$ cat config.mk
export PLATFORM = sky130hd
export DESIGN_NAME = standard_timer
export DESIGN_NICKNAME = d
export VERILOG_FILES = /design/src/hw/timer_pkg.sv /design/src/hw/clock_select.sv /design/src/hw/standard_timer.sv
export SDC_FILE = /design/constraint.sdc
export NUM_CORES = 1
export LEC_CHECK = 0
export ABC_AREA = 1
export BUFFER_PORTS_ARGS = -buffer_cell sky130_fd_sc_hd__buf_2
export CORE_ASPECT_RATIO = 0.6
export CORE_MARGIN = 2
export CORE_UTILIZATION = 32
export DETAILED_ROUTE_END_ITERATION = 16
export SYNTH_ARGS = -nofsm -noshare
export SYNTH_HDL_FRONTEND = slang
export SYNTH_SLANG_ARGS = --single-unit
$ cat constraint.sdc
create_clock -name mclk -period 9.9 [get_ports mclk]
set_input_delay 0.99 -clock mclk [delete_from_list [all_inputs] [get_ports mclk]]
set_output_delay 0.99 -clock mclk [all_outputs]
set_load 0.02 [all_outputs]
$ cat src/hw/timer_pkg.sv
package timer_pkg;
	// byte offsets of the word-aligned registers
	localparam logic [4:0] OFF_RUN = 5'h00;
	localparam logic [4:0] OFF_MODE = 5'h04;
	localparam logic [4:0] OFF_CNT_LO = 5'h08;
	localparam logic [4:0] OFF_CNT_HI = 5'h0C;
	localparam logic [4:0] OFF_CA_LO = 5'h10;
	localparam logic [4:0] OFF_CA_HI = 5'h14;
	localparam logic [4:0] OFF_CP = 5'h18;

	// timer_run_control fields
	localparam int RUN_PAUSE_BIT = 7;
	localparam int RUN_CK_LSB = 4;
	localparam int RUN_ON_BIT = 3;
	localparam logic [7:0] RUN_MASK = 8'hF8;

	// timer_mode_control fields
	localparam int MODE_M_LSB = 6;
	localparam int MODE_IO_LSB = 4;
	localparam int MODE_OC_BIT = 3;
	localparam int MODE_POL_BIT = 2;
	localparam int MODE_DPX_BIT = 1;
	localparam int MODE_CCL_BIT = 0;

	// reset values
	localparam logic [7:0] RST_BYTE = 8'h00;
	localparam logic [15:0] RST_WORD = 16'h0000;

	// operating modes
	localparam logic [1:0] OPM_CMP = 2'h0;
	localparam logic [1:0] OPM_PWM = 2'h2;
	localparam logic [1:0] OPM_TMR = 2'h3;

	// output function codes
	localparam logic [1:0] IO_A = 2'h0;
	localparam logic [1:0] IO_B = 2'h1;
	localparam logic [1:0] IO_C = 2'h2;
	localparam logic [1:0] IO_D = 2'h3;

	// clock source codes
	localparam logic [2:0] CK_SYS4 = 3'h0;
	localparam logic [2:0] CK_SYS = 3'h1;
	localparam logic [2:0] CK_H16 = 3'h2;
	localparam logic [2:0] CK_H64 = 3'h3;
	localparam logic [2:0] CK_SUB0 = 3'h4;
	localparam logic [2:0] CK_SUB1 = 3'h5;
	localparam logic [2:0] CK_EXT_RISE = 3'h6;
	localparam logic [2:0] CK_EXT_FALL = 3'h7;

	// prescaler terminal counts (divide by 4, 16, 64)
	localparam logic [5:0] DIV4_MASK = 6'h03;
	localparam logic [5:0] DIV16_MASK = 6'h0F;
	localparam logic [5:0] DIV64_MASK = 6'h3F;
endpackage

$ cat src/hw/clock_select.sv
module clock_select
	import timer_pkg::*;
(
	input wire logic mclk,
	input wire logic rstn,
	input wire logic ce,
	input wire logic run,
	input wire logic [2:0] sel,
	input wire logic ext_pin,
	input wire logic sub_clk,
	output logic tick
);
	logic [5:0] div_reg, div_next;
	logic ext_meta_reg, ext_sync_reg, ext_last_reg, sub_last_reg, tick_reg;
	logic ext_meta_next, ext_sync_next, ext_last_next, sub_last_next, tick_next;

	// prescaler stops while off to save power; pin edges resolved after the synchroniser, sub clock edges taken unsynchronised
	always_comb begin
		div_next = run ? div_reg + 6'h01 : 6'h00;
		ext_meta_next = ext_pin;
		ext_sync_next = ext_meta_reg;
		ext_last_next = ext_sync_reg;
		sub_last_next = sub_clk;
		case (sel)
			CK_SYS4: tick_next = (div_reg & DIV4_MASK) == DIV4_MASK;
			CK_SYS: tick_next = 1'b1;
			CK_H16: tick_next = (div_reg & DIV16_MASK) == DIV16_MASK;
			CK_H64: tick_next = div_reg == DIV64_MASK;
			CK_SUB0, CK_SUB1: tick_next = sub_clk & ~sub_last_reg;
			CK_EXT_RISE: tick_next = ext_sync_reg & ~ext_last_reg;
			CK_EXT_FALL: tick_next = ~ext_sync_reg & ext_last_reg;
			default: tick_next = 1'b0;
		endcase
		if (!run) begin
			tick_next = 1'b0;
		end
	end

	always_ff @(posedge mclk) begin
		if (!rstn) begin
			div_reg <= 6'h00;
			ext_meta_reg <= 1'b0;
			ext_sync_reg <= 1'b0;
			ext_last_reg <= 1'b0;
			sub_last_reg <= 1'b0;
			tick_reg <= 1'b0;
		end else if (ce) begin
			div_reg <= div_next;
			ext_meta_reg <= ext_meta_next;
			ext_sync_reg <= ext_sync_next;
			ext_last_reg <= ext_last_next;
			sub_last_reg <= sub_last_next;
			tick_reg <= tick_next;
		end
	end

	assign tick = tick_reg;
endmodule

$ cat src/hw/standard_timer.sv
// What this block does
// - pause bit set stops counting, keeps value; clearing resumes from it
// - clock select: sys/4, sys, high/16, high/64, sub, external rise or fall
// - counter-on high runs the counter; low stops it and powers down
// - counter-on rising edge clears the 16-bit counter
// - counter-on falling edge holds counter value until set again
// - counter-on rising edge returns pin to initial level in output modes
// - low three bits of run control read as zero
// - mode field: compare output, undefined, PWM or single pulse, timer
// - timer mode parks pin low and ignores output function
// - compare mode A match: no change, low, high or toggle
// - PWM mode output: inactive, active, PWM waveform, single pulse
// - compare match low or high changes pin only if level differs from initial; toggle always changes it
// - output control bit: initial level, or active level in PWM
// - polarity bit inverts pin, except in timer and undefined modes
// - swap bit exchanges period and duty comparators in PWM
// - clear select high: A match clears; low: P match or overflow
// - overflow clearing only when compare P is zero, wraps at max
// - clear select ignored in PWM and single pulse modes
// - compare P matches counter high byte: period value times 256
// - compare A held in low and high bytes, reset zero
// - low byte goes through buffer latched by high-byte access
// - 16-bit up counter; comparator A compares all 16 bits
module standard_timer
	import timer_pkg::*;
(
	input wire logic mclk,
	input wire logic rstn,
	input wire logic ce,
	input wire logic wb_cyc_i,
	input wire logic wb_stb_i,
	input wire logic wb_we_i,
	input wire logic [4:0] wb_adr_i,
	input wire logic [3:0] wb_sel_i,
	input wire logic [31:0] wb_dat_i,
	output logic [31:0] wb_dat_o,
	output logic wb_ack_o,
	input wire logic external_clock_pin,
	input wire logic low_speed_clock,
	output logic waveform_output_pin
);
	// register file state
	logic [7:0] run_reg, run_next;
	logic [7:0] mode_reg, mode_next;
	logic [15:0] ca_reg, ca_next;
	logic [7:0] cp_reg, cp_next;
	logic [7:0] ca_buf_reg, ca_buf_next;
	logic [7:0] cnt_buf_reg, cnt_buf_next;
	logic [31:0] dat_reg, dat_next;
	logic ack_reg, ack_next;

	// core state
	logic [15:0] cnt_reg, cnt_next;
	logic level_reg, level_next;
	logic pin_reg, pin_next;

	// decoded fields and events
	logic req, wr, rd, on_rise, sp_stop, tick, count_en, a_hit, p_hit, clr;
	logic [4:0] addr;
	logic [15:0] inc;
	logic [1:0] opm, io;
	logic pause, on, oc, pol, dpx, ccl, below;

	// duty threshold in counter units; zero compare P means a full 65536
	function automatic logic [16:0] p_span(input logic [7:0] p);
		p_span = (p == 8'h00) ? 17'h10000 : {1'b0, p, 8'h00};
	endfunction

	assign pause = run_reg[RUN_PAUSE_BIT];
	assign on = run_reg[RUN_ON_BIT];
	assign opm = mode_reg[MODE_M_LSB +: 2];
	assign io = mode_reg[MODE_IO_LSB +: 2];
	assign oc = mode_reg[MODE_OC_BIT];
	assign pol = mode_reg[MODE_POL_BIT];
	assign dpx = mode_reg[MODE_DPX_BIT];
	assign ccl = mode_reg[MODE_CCL_BIT];

	// count pulses from the selected source; prescaler idles while off
	clock_select u_clock_select (
		.mclk(mclk),
		.rstn(rstn),
		.ce(ce),
		.run(on),
		.sel(run_reg[RUN_CK_LSB +: 3]),
		.ext_pin(external_clock_pin),
		.sub_clk(low_speed_clock),
		.tick(tick)
	);

	// wishbone slave: one request per ack, answer registered one cycle later
	always_comb begin
		addr = {wb_adr_i[4:2], 2'b00};
		req = wb_cyc_i & wb_stb_i & ~ack_reg;
		wr = req & wb_we_i & wb_sel_i[0];
		rd = req & ~wb_we_i;
		run_next = run_reg;
		mode_next = mode_reg;
		ca_next = ca_reg;
		cp_next = cp_reg;
		ca_buf_next = ca_buf_reg;
		cnt_buf_next = cnt_buf_reg;
		ack_next = req;
		dat_next = 32'h0000_0000;
		on_rise = 1'b0;
		// pulse ends when comparator A matches in single pulse output
		if (sp_stop) begin
			run_next[RUN_ON_BIT] = 1'b0;
		end
		if (wr) begin
			case (addr)
				OFF_RUN: begin
					run_next = wb_dat_i[7:0] & RUN_MASK;
					on_rise = wb_dat_i[RUN_ON_BIT] & ~on;
				end
				OFF_MODE: mode_next = wb_dat_i[7:0];
				OFF_CA_LO: ca_buf_next = wb_dat_i[7:0];
				OFF_CA_HI: ca_next = {wb_dat_i[7:0], ca_buf_reg};
				OFF_CP: cp_next = wb_dat_i[7:0];
				default: ;
			endcase
		end
		if (rd) begin
			case (addr)
				OFF_RUN: dat_next = {24'h000000, run_reg & RUN_MASK};
				OFF_MODE: dat_next = {24'h000000, mode_reg};
				OFF_CNT_LO: dat_next = {24'h000000, cnt_buf_reg};
				OFF_CNT_HI: begin
					dat_next = {24'h000000, cnt_reg[15:8]};
					cnt_buf_next = cnt_reg[7:0];
				end
				OFF_CA_LO: dat_next = {24'h000000, ca_buf_reg};
				OFF_CA_HI: begin
					dat_next = {24'h000000, ca_reg[15:8]};
					ca_buf_next = ca_reg[7:0];
				end
				OFF_CP: dat_next = {24'h000000, cp_reg};
				default: dat_next = 32'h0000_0000;
			endcase
		end
	end

	always_ff @(posedge mclk) begin
		if (!rstn) begin
			run_reg <= RST_BYTE;
			mode_reg <= RST_BYTE;
			ca_reg <= RST_WORD;
			cp_reg <= RST_BYTE;
			ca_buf_reg <= RST_BYTE;
			cnt_buf_reg <= RST_BYTE;
			dat_reg <= 32'h0000_0000;
			ack_reg <= 1'b0;
		end else if (ce) begin
			run_reg <= run_next;
			mode_reg <= mode_next;
			ca_reg <= ca_next;
			cp_reg <= cp_next;
			ca_buf_reg <= ca_buf_next;
			cnt_buf_reg <= cnt_buf_next;
			dat_reg <= dat_next;
			ack_reg <= ack_next;
		end
	end

	// counter, comparators and output level
	always_comb begin
		count_en = on & ~pause & tick;
		inc = cnt_reg + 16'h0001;
		a_hit = count_en && (inc == ca_reg) && (ca_reg != RST_WORD);
		p_hit = count_en && (cp_reg != RST_BYTE) && (inc == {cp_reg, 8'h00});
		// PWM picks the period comparator by the swap bit, not clear select
		if (opm == OPM_PWM) begin
			clr = dpx ? a_hit : p_hit;
		end else begin
			clr = ccl ? a_hit : p_hit;
		end
		if (on_rise) begin
			cnt_next = RST_WORD;
		end else if (count_en) begin
			cnt_next = clr ? RST_WORD : inc;
		end else begin
			cnt_next = cnt_reg;
		end
		// duty comparison against the counter value about to be shown
		if (dpx) begin
			below = {1'b0, cnt_next} < p_span(cp_reg);
		end else begin
			below = {1'b0, cnt_next} < {1'b0, ca_reg};
		end
		sp_stop = (opm == OPM_PWM) && (io == IO_D) && a_hit;
		level_next = level_reg;
		case (opm)
			OPM_CMP: begin
				if (on_rise) begin
					level_next = oc;
				end else if (a_hit) begin
					case (io)
						IO_B: level_next = oc ? 1'b0 : level_reg;
						IO_C: level_next = oc ? level_reg : 1'b1;
						IO_D: level_next = ~level_reg;
						default: level_next = level_reg;
					endcase
				end
			end
			OPM_PWM: begin
				case (io)
					IO_A: level_next = ~oc;
					IO_B: level_next = oc;
					IO_C: level_next = (on_rise || (on && below)) ? oc : ~oc;
					IO_D: level_next = ((on || on_rise) && !sp_stop) ? oc : ~oc;
					default: level_next = level_reg;
				endcase
			end
			default: level_next = level_reg;
		endcase
		// timer mode and undefined mode leave the pin parked low
		if (opm == OPM_TMR || opm == 2'h1) begin
			pin_next = 1'b0;
		end else begin
			pin_next = level_next ^ pol;
		end
	end

	always_ff @(posedge mclk) begin
		if (!rstn) begin
			cnt_reg <= RST_WORD;
			level_reg <= 1'b0;
			pin_reg <= 1'b0;
		end else if (ce) begin
			cnt_reg <= cnt_next;
			level_reg <= level_next;
			pin_reg <= pin_next;
		end
	end

	assign wb_dat_o = dat_reg;
	assign wb_ack_o = ack_reg;
	assign waveform_output_pin = pin_reg;
endmodule

Word level (Yosys, flattened, before mapping)
Index checks and enable logic that the tools add are counted.

Bits in registers: 115. Input bits: 49. Output and inout port bits: 34. Logic and storage cells: 124.

Add/sub/neg operators: 2. Order comparisons: 2. Equality and inequality tests: 24. Mux-type cells: 32. Bitwise operators: 21. Reductions and logical operators: 25.

Operators with widths (number): 8-bit one-hot mux with 7 select lines (1); 16-bit two-way mux (3); 8-bit two-way mux (5); 16-bit == test (2); 3-bit == test (second input constant) (7); 16-bit by 17-bit less-than comparator with 1-bit output (1); 17-bit two-way mux (1); 16-bit by 1-bit adder with 16-bit output (second input constant) (1); 16-bit less-than comparator (1); 16-bit nonzero test (1); 1-bit two-way mux (15); 3-bit AND reduction (5); 3-bit by 2-bit == test with 1-bit output (second input constant) (4); 1-bit AND (11); 2-bit == test (second input constant) (5); 1-bit NOT (9); 1-bit logical AND (8); 8-bit zero test (1); 4-bit two-way mux (2); 8-bit nonzero test (1); 1-bit one-hot mux with 7 select lines (1); 6-bit by 1-bit adder with 6-bit output (second input constant) (1); 3-bit by 1-bit == test with 1-bit output (second input constant) (2); 6-bit == test (second input constant) (1); other kinds (12) (17).

Logic depth before layout (Yosys ltp)
Depth after elaboration: 19. Depth in mapped cells: 40.

Hierarchy
From an unflattened synthesis, not the netlist that was laid out.

Cells, all modules: 923. Area, all modules: 5987.0 µm².

Modules (own cells, without submodules): standard_timer (times used 1, cells each 851, area an instance 5479.0 µm², sequential area each 1601.5 µm²); clock_select (times used 1, cells each 72, area an instance 508.0 µm², sequential area each 220.2 µm²).

Least setup slack after synthesis
Ideal clock, no wire load.

Kind: register to register. Start point: reg cnt_reg[0]. End point: reg pin_reg, in the netlist waveform_output_pin. Library setup time: 0.067 ns. Data arrival time: 3.909 ns. Path slack: 5.924 ns. Stages on the path, launching flop included: 36. Path buffers: 1. Cells stage by stage: dfxtp_1 ha_1 nand3_1 nor2_2 nand3_1 nand2_2 nand2_1 nand2_1 nand2_1 nor2_2 nand2_1 nor2_2 nand2_2 nand2_1 nand3_1 nand2_2 clkbuf_1 o32ai_1 ha_1 a21oi_1 nor2_1 a211oi_1 o21ai_0 a21oi_1 nand2_1 a31oi_1 nand2_1 nand2_1 nand2_1 nand3_1 nand2_1 nand3_1 nand3_2 nand2_2 nand3_2 a21oi_2.

Longest elaborated chain between the ends: 18. Elaborated cells between the ends (all ways): 28. Those cells by class: 1 x add/sub; 2 x order compare; 2 x eq/ne; 14 x mux; 1 x bitwise; 8 x reduce/logical.

RTL lines: start: declaration (line standard_timer.sv:53) `logic [15:0] cnt_reg, cnt_next;`; start signal: assignment (line standard_timer.sv:229) `cnt_reg <= cnt_next;`; 16-bit by 1-bit adder with 16-bit output (*) (line standard_timer.sv:167) `inc = cnt_reg + 16'h0001;`; 16-bit == test (line standard_timer.sv:168) `a_hit = count_en && (inc == ca_reg) && (ca_reg != RST_WORD);`; 1-bit logical AND (2 in a row) (line standard_timer.sv:168); 1-bit two-way mux, on equally long branches (line standard_timer.sv:174, standard_timer.sv:172); 1-bit two-way mux (line standard_timer.sv:171) `if (opm == OPM_PWM) begin`; 16-bit two-way mux (*) (line standard_timer.sv:179) `cnt_next = clr ? RST_WORD : inc;`; 16-bit two-way mux (*) (line standard_timer.sv:178) `end else if (count_en) begin`; 16-bit two-way mux (*) (line standard_timer.sv:176) `if (on_rise) begin`; named net cnt_next[10] (line standard_timer.sv:53); [1 not listed]; 1-bit two-way mux (*) (line standard_timer.sv:184) `if (dpx) begin`; 1-bit logical AND (*) (line standard_timer.sv:208) `IO_C: level_next = (on_rise || (on && below)) ? oc : ~oc;`; 1-bit logical OR (*) (line standard_timer.sv:208); 1-bit two-way mux (*) (line standard_timer.sv:208); 1-bit one-hot mux with 4 select lines (*) (line standard_timer.sv:205) `case (io)`; 1-bit one-hot mux with 2 select lines (*) (line standard_timer.sv:191) `case (opm)`; 1-bit bitwise XOR (*) (line standard_timer.sv:219) `pin_next = level_next ^ pol;`; 1-bit two-way mux (*) (line standard_timer.sv:216) `if (opm == OPM_TMR || opm == 2'h1) begin`; end signal: assignment (line standard_timer.sv:231) `pin_reg <= pin_next;`; end: declaration (line standard_timer.sv:55) `logic pin_reg, pin_next;`.

Mark *: on every way through the listed nets, which the timed path passes. The rest lies on a longest branch. A chain may end at the register's enable or synchronous reset.

Worst setup path after layout
Same ends and word-level chain as after synthesis.

==> results.py <==
metrics = {
    "status": {
        "outcome": "completed",
    },
    "global_route": {
        "grt_pass1_wl_um": 31480,
        "grt_max_degree": 55,
        "grt_overflow": 0,
        "grt_antenna_before_repair": 0,
        "first_global_vias": 5311,
        "grt_use_total_pct": 21.17,
    },
    "worst_setup_path": {
        "regToRegStartpoint": "cnt_reg[0]$_SDFFE_PN0P_",
        "crit_type": "flip-flop to flip-flop",
        "crit_fanout": 15,
        "critPathCaptureType": "flip-flop",
        "arrival_ns": 5.51,
        "crit_top_cell": "nand2_1",
        "cp-startpoint": "cnt_reg[0]$_SDFFE_PN0P_",
        "worst_ep_required_time_ns": 10.19,
        "start_kind": "flip-flop",
        "crit_path_top_delay_cell": "a2111oi_0",
        "max_stage_delay_ns": 0.67,
    },
    "placement": {
        "dp_hpwl_um": 15810,
        "place_ws_ns": 4.650,
        "io_buffer_count": 29,
        "gp_congestion": 0.9506,
    },
    "synthesis": {
        "synthTopCellsByArea": "dfxtp_1 (31%), nand2_1 (12%), a21oi_1 (8.4%)",
        "seq_area_frac_synth_pct": 30.83,
        "ys_ff_latch": 91,
        "yosysTopAreaCell": "dfxtp_1",
        "synth-main-ff-cell": "dfxtp_1",
        "yosysTopAreaCellShare_pct": 30.83,
        "synth_most_common_cell": "nand2_1",
        "avgSynthCellArea_um2": 6.572,
        "syn_inst": 899,
        "synthArstFlopShare_pct": 0,
        "yosys_warnings": 0,
        "synth_edf_count": 0,
        "synth_common_cells": "nand2_1 (196), inv_1 (101), a21oi_1 (99)",
        "ys_types": 42,
        "netlist_area_mm2": 0.005908,
    },
    "finish": {
        "n_antenna_cell": 0,
        "fin_util_pct": 35.97,
        "fin_nets": 987,
        "areaGrowthSynthToFinish_pct": 9.996,
        "drive_gt1_share_pct": 8.833,
        "n_fill_cell": 1991,
    },
    "clock_tree": {
        "cts_tree": "yes",
        "cts_buffer_depth": 2,
        "path_clk_slew_ns": 0.07,
        "cts-buffers-inserted": 9,
        "cts_resized": 0,
        "cts-root-buf": "clkbuf_16",
        "worstSkewPairLatency_ns": 0.36,
        "cts_hold_buf": 0,
        "cts_setup_buffers": 0,
        "cts.sinks": 91,
        "htreeDepth": 3,
    },
    "sta": {
        "setup_viol": 0,
        "worstMarginPinSlew_ns": 1.270,
        "period_needed_ns": 5.216,
        "period_share_pct": 52.69,
        "rsz0062_at_grt": "no",
        "finalSetupTns_ns": 0,
        "fmax_mhz": 191.7,
        "hold_violations": 0,
        "relSlewSlack_pct": 14.73,
        "slew_viol_final": 0,
        "fin_ws_ns": 4.684,
        "skew_ns": 0.01063,
    },
    "min_path": {
        "min_path_type": "flip-flop to flip-flop",
        "hold_start": "ca_buf_reg[2]$_SDFFE_PN0P_",
    },
    "floorplanning": {
        "num_rows": 38,
        "io_pins": 83,
        "die_w_um": 179.4,
        "initial_core_util_pct": 32.70,
        "die_h_um": 109.3,
        "core-area_mm2": 0.01807,
        "die_area_mm2": 0.01960,
    },
    "power": {
        "peakVddDrop_uv": 79.55,
        "p_total_mw": 0.8608,
        "power.density_mw_per_mm2": 132.5,
        "leakagePower_nw": 2.692,
    },
    "drt": {
        "routedWlPerCell_um": 17.90,
        "drt-vias-per-instance": 5.301,
        "drc_errors": 0,
        "via_count": 6133,
        "drt-initial-drc-count": 870,
        "ant_nets": 0,
        "routed_wl_um": 20720,
        "drt_first_pass_iters": 5,
    },
    "job": {
        "cap_violations": 0,
    },
}
==> path summary, 6_finish.rpt <==
kind	to	slack, ns	cells after the start
setup / recovery	waveform_output_pin$_SDFFE_PN0P_	4.68	33
setup reg to reg	waveform_output_pin$_SDFFE_PN0P_	4.68	33
hold reg to reg	ca_buf_reg[2]$_SDFFE_PN0P_	0.47	2
hold / removal	ca_buf_reg[2]$_SDFFE_PN0P_	0.47	2
==> per-stage QoR <==
stage | instance area (µm²) | instances | hold WS [ns]
finish | 6499 | 1157 | 0.4651
global route | 6499 | 1157 | 0.4858
CTS | 6499 | 1157 | 0.4689
detailed placement | 6181 | 1142 | 0.4591
global placement | 6181 | 1142 | 0.4515
floorplan | 5995 | 922 | 0.4453
==> worst max-delay path, delay by kind of cell, from the launching register on <==
| kind | cells | cell delay, ns |
|---|---|---|
| simple gates | 25 | 2.72 |
| buf+inv | 1 | 0.05 |
| compound gates | 5 | 1.16 |
| flops | 1 | 0.56 |
| fa+ha+maj | 2 | 0.64 |
==> power breakdown <==
part / leakage [nW] / internal (mW) / switching [mW]
sequential: 0.737 / 0.372 / 0.00754
combinational: 1.81 / 0.0280 / 0.0702
clock: 0.148 / 0.227 / 0.156
==> cell type report <==
type | count | area, µm² | area share [%]
clock buffers | 11 | 242.7 | 3.735
clock inverters | 4 | 75.07 | 1.155
flip-flops and latches | 91 | 1822 | 28.03
inverters | 107 | 401.6 | 6.180
repair buffers | 35 | 190.2 | 2.926
multi-input cells | 669 | 3467 | 53.35
well taps | 240 | 300.3 | 4.621
==> cell families (layout without fill, tap and decap cells) <==
kind of cell	count (synthesis)	after routing	share of synthesized area (%)
xor gates and xnor gates	4	4	0.5931
and+or+nand+nor	374	374	27.85
adders and majority gates	25	25	5.294
AOI/OAI and AO/OA	242	242	23.42
buffers and inverters	162	157	11.94
DFF	91	91	30.83
other	1	24	0.06347
==> per-layer routing <==
metal | part of all wire [%] | track usage (%)
met5 | 0 | 0
met4 | 0.39 | 3.368
met3 | 12 | 7.515
met2 | 35 | 25.70
met1 | 52 | 34.07
==> cell usage in the layout, fill, tap and decap left out, drive strengths merged, types with 5 or more instances in the layout <==
cell     count
inv        105
nor2        76
nand3       55
a2111oi      5
conb        24
dfxtp       91
o21ai       83
nand4       17
nand2      207
o221ai       7
ha          25
buf         35
o22ai       11
a21oi      100
nor3        12
o31ai        9
clkbuf      11
o211ai       6
Power figures use the tool's default switching activity.
